$ cat src/hw/aars_defs.svh
/*
  Constants for the averaging result sequencer: register offsets, widths, counts.
  Assumes inclusion by its bare name from the package and the design module.
*/
`ifndef AARS_DEFS_SVH
`define AARS_DEFS_SVH
`define AARS_RES_W 22
`define AARS_SAMPLE_W 22
`define AARS_ACC_W 24
`define AARS_ADDR_W 8
`define AARS_OFF_SECOND_EMITTER 8'h2a
`define AARS_OFF_SECOND_AMBIENT 8'h2b
`define AARS_OFF_FIRST_EMITTER 8'h2c
`define AARS_OFF_FIRST_AMBIENT 8'h2d
`define AARS_OFF_SECOND_PAIR 8'h2e
`define AARS_OFF_FIRST_PAIR 8'h2f
`define AARS_RES_RESET 22'h000000
`define AARS_NUM_AVG 3
`define AARS_CLK_HZ 10000000
`define AARS_CONV_TIME_NS 50000
`define AARS_CONV_CYCLES ((`AARS_CONV_TIME_NS * (`AARS_CLK_HZ / 1000000)) / 1000)
`endif

$ cat src/hw/aars_pkg.sv
/*
  Types for the averaging result sequencer.
  Assumes aars_defs.svh is on the include path.
*/
`include "aars_defs.svh"
package aars_pkg;
  typedef logic [`AARS_RES_W-1:0] aars_res_t;
  typedef enum logic [3:0] {
    AARS_IDLE = 4'b0001,
    AARS_CONV = 4'b0010,
    AARS_DONE = 4'b0100,
    AARS_HOLD = 4'b1000
  } aars_state_t;
endpackage

$ cat src/hw/aars_sequencer.sv
/*
  Averaging result sequencer: times conversions after each converter reset pulse,
  averages the samples of each phase, stores four averages and two pair results,
  and raises a ready strobe once per period.
  Assumes conv_reset comes from the timing engine on ref_clk, sample_data is valid
  when sample_valid pulses, and the host reads results through the read port.
*/
`timescale 1ns/1ps
`include "aars_defs.svh"
module aars_sequencer #(
  parameter int NUM_AVG = `AARS_NUM_AVG,
  parameter int CONV_CYCLES = `AARS_CONV_CYCLES
) (
  input wire logic ref_clk,
  input wire logic resetn,
  input wire logic conv_reset,
  input wire logic sample_valid,
  input wire logic [`AARS_SAMPLE_W-1:0] sample_data,
  input wire logic [`AARS_ADDR_W-1:0] rd_addr,
  output logic [`AARS_RES_W-1:0] rd_data,
  output logic conv_start,
  output logic result_ready
);

  // ----------------------------------------------------------------
  // Reset edge detection
  // ----------------------------------------------------------------
  // Timing engine shares ref_clk, so the pulse needs no synchroniser
  logic rst_seen_q;
  logic rst_rise;
  logic rst_fall;
  always_ff @(posedge ref_clk or negedge resetn) begin
    if (!resetn) begin
      rst_seen_q <= 1'b0;
    end else begin
      rst_seen_q <= conv_reset;
    end
  end
  assign rst_rise = conv_reset & ~rst_seen_q;
  assign rst_fall = ~conv_reset & rst_seen_q;

  // ----------------------------------------------------------------
  // Conversion timing
  // ----------------------------------------------------------------
  aars_pkg::aars_state_t state_q;
  logic [15:0] conv_cnt_q;
  logic [7:0] conv_num_q;
  logic conv_end;
  assign conv_end = (state_q == aars_pkg::AARS_CONV) &&
                    (conv_cnt_q == 16'(CONV_CYCLES - 1));

  // Phase ends early if the next reset arrives; partial averages still land
  always_ff @(posedge ref_clk or negedge resetn) begin
    if (!resetn) begin
      state_q <= aars_pkg::AARS_IDLE;
      conv_cnt_q <= 16'h0000;
      conv_num_q <= 8'h00;
    end else begin
      case (state_q)
        aars_pkg::AARS_IDLE: begin
          if (rst_fall) begin
            state_q <= aars_pkg::AARS_CONV;
            conv_cnt_q <= 16'h0000;
            conv_num_q <= 8'h00;
          end
        end
        aars_pkg::AARS_CONV: begin
          if (rst_rise) begin
            state_q <= aars_pkg::AARS_IDLE;
          end else if (conv_end) begin
            conv_cnt_q <= 16'h0000;
            conv_num_q <= conv_num_q + 8'h01;
            if (conv_num_q == 8'(NUM_AVG - 1)) begin
              state_q <= aars_pkg::AARS_DONE;
            end
          end else begin
            conv_cnt_q <= conv_cnt_q + 16'h0001;
          end
        end
        aars_pkg::AARS_DONE: begin
          if (rst_rise) begin
            state_q <= aars_pkg::AARS_IDLE;
          end
        end
        default: begin
          state_q <= aars_pkg::AARS_IDLE;
        end
      endcase
    end
  end
  assign conv_start = (state_q == aars_pkg::AARS_CONV) && (conv_cnt_q == 16'h0000);

  // ----------------------------------------------------------------
  // Accumulation
  // ----------------------------------------------------------------
  logic [`AARS_ACC_W-1:0] acc_q;
  logic [7:0] acc_n_q;
  logic take;
  // Rise and fall both clear, so nothing from before the pulse carries over
  assign take = sample_valid && (state_q == aars_pkg::AARS_CONV) &&
                (acc_n_q < 8'(NUM_AVG));
  always_ff @(posedge ref_clk or negedge resetn) begin
    if (!resetn) begin
      acc_q <= '0;
      acc_n_q <= 8'h00;
    end else if (rst_rise || rst_fall) begin
      acc_q <= '0;
      acc_n_q <= 8'h00;
    end else if (take) begin
      acc_q <= acc_q + `AARS_ACC_W'(sample_data);
      acc_n_q <= acc_n_q + 8'h01;
    end
  end

  // Combinational divider; cheap at this clock, a timing cost at faster ones
  // Divide by samples actually taken; zero samples gives zero
  function automatic aars_pkg::aars_res_t avg_of(input logic [`AARS_ACC_W-1:0] a,
                                                 input logic [7:0] n);
    if (n == 8'h00) begin
      avg_of = '0;
    end else begin
      avg_of = `AARS_RES_W'(a / `AARS_ACC_W'(n));
    end
  endfunction

  // Pair combine is unspecified; the mean keeps it in 22 bits
  function automatic aars_pkg::aars_res_t pair_of(input aars_pkg::aars_res_t x,
                                                  input aars_pkg::aars_res_t y);
    logic [`AARS_RES_W:0] s;
    s = {1'b0, x} + {1'b0, y};
    pair_of = s[`AARS_RES_W:1];
  endfunction

  // ----------------------------------------------------------------
  // Result registers
  // ----------------------------------------------------------------
  // Slot tracks which quarter reset comes next; 0 means the 25% reset
  // Reset value 3: the first rise after reset is taken as the 0% pulse
  logic [1:0] slot_q;
  logic [3:0] valid_q;
  aars_pkg::aars_res_t sec_em_q, sec_amb_q, fir_em_q, fir_amb_q, sec_pair_q, fir_pair_q;
  aars_pkg::aars_res_t avg;
  assign avg = avg_of(acc_q, acc_n_q);

  // Sequencing counts reset rises only; placement at quarters is the timer's job
  always_ff @(posedge ref_clk or negedge resetn) begin
    if (!resetn) begin
      slot_q <= 2'h3;
      valid_q <= 4'h0;
      sec_em_q <= `AARS_RES_RESET;
      sec_amb_q <= `AARS_RES_RESET;
      fir_em_q <= `AARS_RES_RESET;
      fir_amb_q <= `AARS_RES_RESET;
      sec_pair_q <= `AARS_RES_RESET;
      fir_pair_q <= `AARS_RES_RESET;
    end else if (rst_rise) begin
      slot_q <= slot_q + 2'h1;
      case (slot_q)
        2'h0: begin
          sec_em_q <= avg;
          valid_q <= 4'h1;
        end
        2'h1: begin
          sec_amb_q <= avg;
          valid_q[1] <= valid_q[0];
        end
        2'h2: begin
          fir_em_q <= avg;
          valid_q[2] <= valid_q[1];
        end
        default: begin
          fir_amb_q <= avg;
          sec_pair_q <= pair_of(sec_em_q, sec_amb_q);
          fir_pair_q <= pair_of(fir_em_q, avg);
          valid_q[3] <= valid_q[2];
        end
      endcase
    end
  end

  // ----------------------------------------------------------------
  // Ready strobe and read port
  // ----------------------------------------------------------------
  // One-cycle pulse registered on the same edge as the 0% updates, only for a full period
  always_ff @(posedge ref_clk or negedge resetn) begin
    if (!resetn) begin
      result_ready <= 1'b0;
    end else begin
      result_ready <= rst_rise && (slot_q == 2'h3) && valid_q[2];
    end
  end

  // Read data lags the address by one clock; unmapped offsets read zero
  always_ff @(posedge ref_clk or negedge resetn) begin
    if (!resetn) begin
      rd_data <= '0;
    end else begin
      case (rd_addr)
        `AARS_OFF_SECOND_EMITTER: rd_data <= sec_em_q;
        `AARS_OFF_SECOND_AMBIENT: rd_data <= sec_amb_q;
        `AARS_OFF_FIRST_EMITTER: rd_data <= fir_em_q;
        `AARS_OFF_FIRST_AMBIENT: rd_data <= fir_amb_q;
        `AARS_OFF_SECOND_PAIR: rd_data <= sec_pair_q;
        `AARS_OFF_FIRST_PAIR: rd_data <= fir_pair_q;
        default: rd_data <= '0;
      endcase
    end
  end

endmodule
$ cat config.mk
export PLATFORM = sky130hd
export DESIGN_NAME = aars_sequencer
export DESIGN_NICKNAME = d
export VERILOG_FILES = /design/src/hw/aars_pkg.sv /design/src/hw/aars_sequencer.sv
export VERILOG_INCLUDE_DIRS = /design/src /design/src/hw
export SDC_FILE = /design/constraint.sdc
export NUM_CORES = 1
export LEC_CHECK = 0
export ABC_AREA = 1
export BUFFER_PORTS_ARGS = -buffer_cell sky130_fd_sc_hd__buf_2
export CELL_PAD_IN_SITES_DETAIL_PLACEMENT = 1
export CELL_PAD_IN_SITES_GLOBAL_PLACEMENT = 1
export CORE_ASPECT_RATIO = 1.1
export CORE_MARGIN = 8
export CORE_UTILIZATION = 38
export CTS_CLUSTER_DIAMETER = 80
export DETAILED_ROUTE_END_ITERATION = 8
export GPL_ROUTABILITY_DRIVEN = 0
export PLACE_DENSITY_LB_ADDON = 0.1
export RECOVER_POWER = 50
export SLEW_MARGIN = 40
export SYNTH_ARGS = -nofsm -noshare
export SYNTH_HDL_FRONTEND = slang
export SYNTH_SLANG_ARGS = --single-unit
$ cat constraint.sdc
create_clock -name ref_clk -period 88.5 [get_ports ref_clk]
set_input_delay 8.85 -clock ref_clk [delete_from_list [all_inputs] [get_ports ref_clk]]
set_output_delay 8.85 -clock ref_clk [all_outputs]
set_load 0.005 [all_outputs]
==> impl_metrics.py <==
metrics = {
    "sta": {
        "hold_viol_final": 0,
        "setup_viol": 0,
        "tightest_slew_ps": 4383,
        "fmax_mhz": 17.92,
        "fin_skew_ps": 37.74,
        "slew_violations": 307,
        "period_share": 0.6307,
        "rsz0062_at_grt": "no",
        "min_period_ps": 55810,
        "tns_ps": 0,
        "relSlewSlack": -1.922,
    },
    "setup_path": {
        "r2r-start": "acc_n_q[0]",
        "slowest_stage": "a31oi_2",
        "cp_data_arrival_time_ps": 56270,
        "cp.required_ps": 88950,
        "r2r_cells": 345,
        "end_kind": "flip-flop",
        "critPathKind": "flip-flop to flip-flop",
        "r2r_slack_ps": 32690,
        "cp_common_cell": "nand2_1",
        "worstSetupStartpointType": "flip-flop",
        "rr_endpoint": "fir_pair_q[19]",
        "slowest_delay_ps": 610,
        "cp_max_fo": 26,
    },
    "grt": {
        "grt_use_total": 0.2198,
        "busiest_layer": "met2",
        "grt_pass1_wl_microns": 130500,
        "grt-ovfl-total": 0,
        "use_met1": 0.2748,
        "use_met2": 0.4086,
        "grt_max_degree": 78,
        "grt_util_met3": 0.01414,
        "grt_pass1_vias": 25470,
        "antenna_found_initial": 0,
    },
    "yosys": {
        "synth_area_sq_um": 23900,
        "ys_seq_elements": 220,
        "syn_area_per_cell_sq_um": 6.553,
        "synth_top_area_frac": 0.2272,
        "ys_types": 62,
        "ys.flop_type": "dfrtp_1",
        "syn_inst": 3647,
        "synth_top_area_cell": "dfrtp_1",
        "synth.net_count": 3926,
        "synth_async_sr_flop_share": 1.000,
        "synth_seq_area_share": 0.2305,
        "synthTopCellsByArea": "dfrtp_1 (23%), nand2_1 (16%), ha_1 (13%)",
        "ys_warn_count": 0,
        "synth-edff-count": 0,
    },
    "cells_and_area": {
        "antennaDiodeCount": 0,
        "postLayoutCoreUtil": 0.4148,
        "drive_gt1_frac": 0.08575,
        "fin_nets": 3947,
        "syn2layout_area_growth_pct": 8.198,
    },
    "cts": {
        "clk-insertion-delay-late_ps": 570,
        "cts_max_level": 1,
        "clock_sinks": 220,
        "path_clk_slew_ps": 70,
        "holdBufCountCts": 0,
        "clk_path_buf_depth": 3,
        "cts_tree": "built",
        "postCtsSetupRepairBufs": 0,
        "cts_root_buf": "clkbuf_16",
        "cts_resized": 0,
        "cts_buffers": 25,
    },
    "floorplanning": {
        "start_util": 0.3834,
        "rows": 96,
        "die_w_microns": 255.1,
        "die_h_microns": 279.0,
        "io_pins": 58,
        "dieArea_sq_um": 71190,
        "core_sq_um": 62340,
    },
    "worst_hold_path": {
        "worstHoldStart": "valid_q[0]",
        "holdPathEnd": "valid_q[0]",
        "hold_class": "flip-flop to flip-flop",
        "holdPathStages": 2,
    },
    "detailed_routing": {
        "firstDrtPassIters": 5,
        "detail-route-antenna-nets": 0,
        "vias_per_cell": 5.254,
        "num_vias": 23740,
        "routedWlPerCell_microns": 17.30,
        "routed_wl_microns": 78140,
        "drtIter0Drc": 872,
        "drc": 0,
    },
    "outcome": {
        "outcome": "complete, but fails checks",
        "violations": "capacitance limit, slew limit",
    },
    "flow_run": {
        "maxCapViolCount": 5,
    },
    "placed_design": {
        "hpwl_microns": 62280,
        "port_buffers": 57,
    },
}
-- final cells by class --
cell class              count  area, sq um
multi-input cells        2835        16130
clock buffers              34        709.4
inverters                 502         1884
repair buffers             84        466.7
fillers                  8229        36480
clock inverters            10        117.6
flip-flops and latches    220         5509
well taps                 833         1042
-- cells in the final DEF (no fill, tap or decap), types with 14 or more instances in the layout --
cell	n
a21oi_1	160
nand3b_1	15
xnor2_1	46
nand3_2	27
dfrtp_1	217
buf_4	22
buf_2	55
nand2_1	1018
a221oi_1	22
clkbuf_16	25
or2_2	14
clkinv_1	15
nor2_4	22
nand2_2	34
inv_1	447
nand4_1	55
nor2_1	270
o31ai_1	25
o21bai_1	24
inv_2	40
nand2_4	14
nor3_1	39
a21o_1	14
xor2_1	94
nor2_2	19
o21ai_0	289
nand3_1	237
o21ai_1	39
ha_1	242
-- worst max path at each step --
stage,start,to
finish,acc_n_q[0],fir_pair_q[19]
detailed placement,acc_n_q[0],fir_pair_q[21]
floorplan,acc_n_q[0],fir_pair_q[21]
CTS,acc_n_q[0],fir_pair_q[19]
global route,acc_n_q[0],fir_pair_q[19]
global placement,acc_n_q[0],fir_pair_q[21]
-- registers in the layout, indices dropped and copies added (netlist names), 2 cells and up --
| name | count |
|---|---|
| fir_pair_q | 22 |
| slot_q | 2 |
| sec_amb_q | 22 |
| acc_q | 24 |
| state_q | 3 |
| acc_n_q | 8 |
| fir_amb_q | 22 |
| conv_num_q | 8 |
| sec_pair_q | 22 |
| valid_q | 3 |
| sec_em_q | 22 |
| fir_em_q | 22 |
| conv_cnt_q | 16 |
| rd_data | 22 |
-- worst max-delay path, delay by kind of cell (launching register included) --
kind,cells,cell delay [ps]
buf+inv,50,5820
simple gates,162,21750
fa+ha+maj,25,8010
xor+xnor,1,160
compound gates,107,19530
flops,1,410
-- metal layers --
metal  wire length (microns)  up-vias
met1                   35590    11470
met5                       0        -
li1                        -    11990
met4                    1537        0
met3                    1490       84
met2                   39520      193
-- synthesized netlist by cell type (all sizes together) (25+ instances only) --
| library cell | count |
|---|---|
| nand3 | 268 |
| dfrtp | 217 |
| o21ai | 335 |
| nor3 | 41 |
| xor2 | 94 |
| o31ai | 25 |
| inv | 487 |
| a21oi | 163 |
| clkbuf | 71 |
| ha | 242 |
| xnor2 | 46 |
| nand2 | 1066 |
| nand4 | 56 |
| nor2 | 313 |
-- per-stage QoR --
step / hold WS [ps] / setup WS [ps] / instances / area, sq um
final: 457.3 / 32690 / 4518 / 25860
after floorplan: 419.8 / 40320 / 3647 / 23900
after global placement: 431.5 / 35940 / 4474 / 25050
after CTS: 459.3 / 32590 / 4518 / 25900
after detailed placement: 446.2 / 32840 / 4474 / 25070
after global routing: 483.4 / 25870 / 4518 / 25860
-- cells by family (layout without fill, tap and decap cells) --
family / count (synthesis) / after routing / share of synthesized area
xor gates and xnor gates: 140 / 140 / 0.05130
adders and majority gates: 245 / 245 / 0.1292
DFF: 220 / 220 / 0.2305
AOI/OAI and AO/OA: 645 / 645 / 0.1537
buffers and inverters: 592 / 630 / 0.09596
and+or+nand+nor: 1805 / 1805 / 0.3393
Power is left out: the tool's default activity adds up to more than one toggle a clock period on the data nets, which glitch-free logic cannot reach.
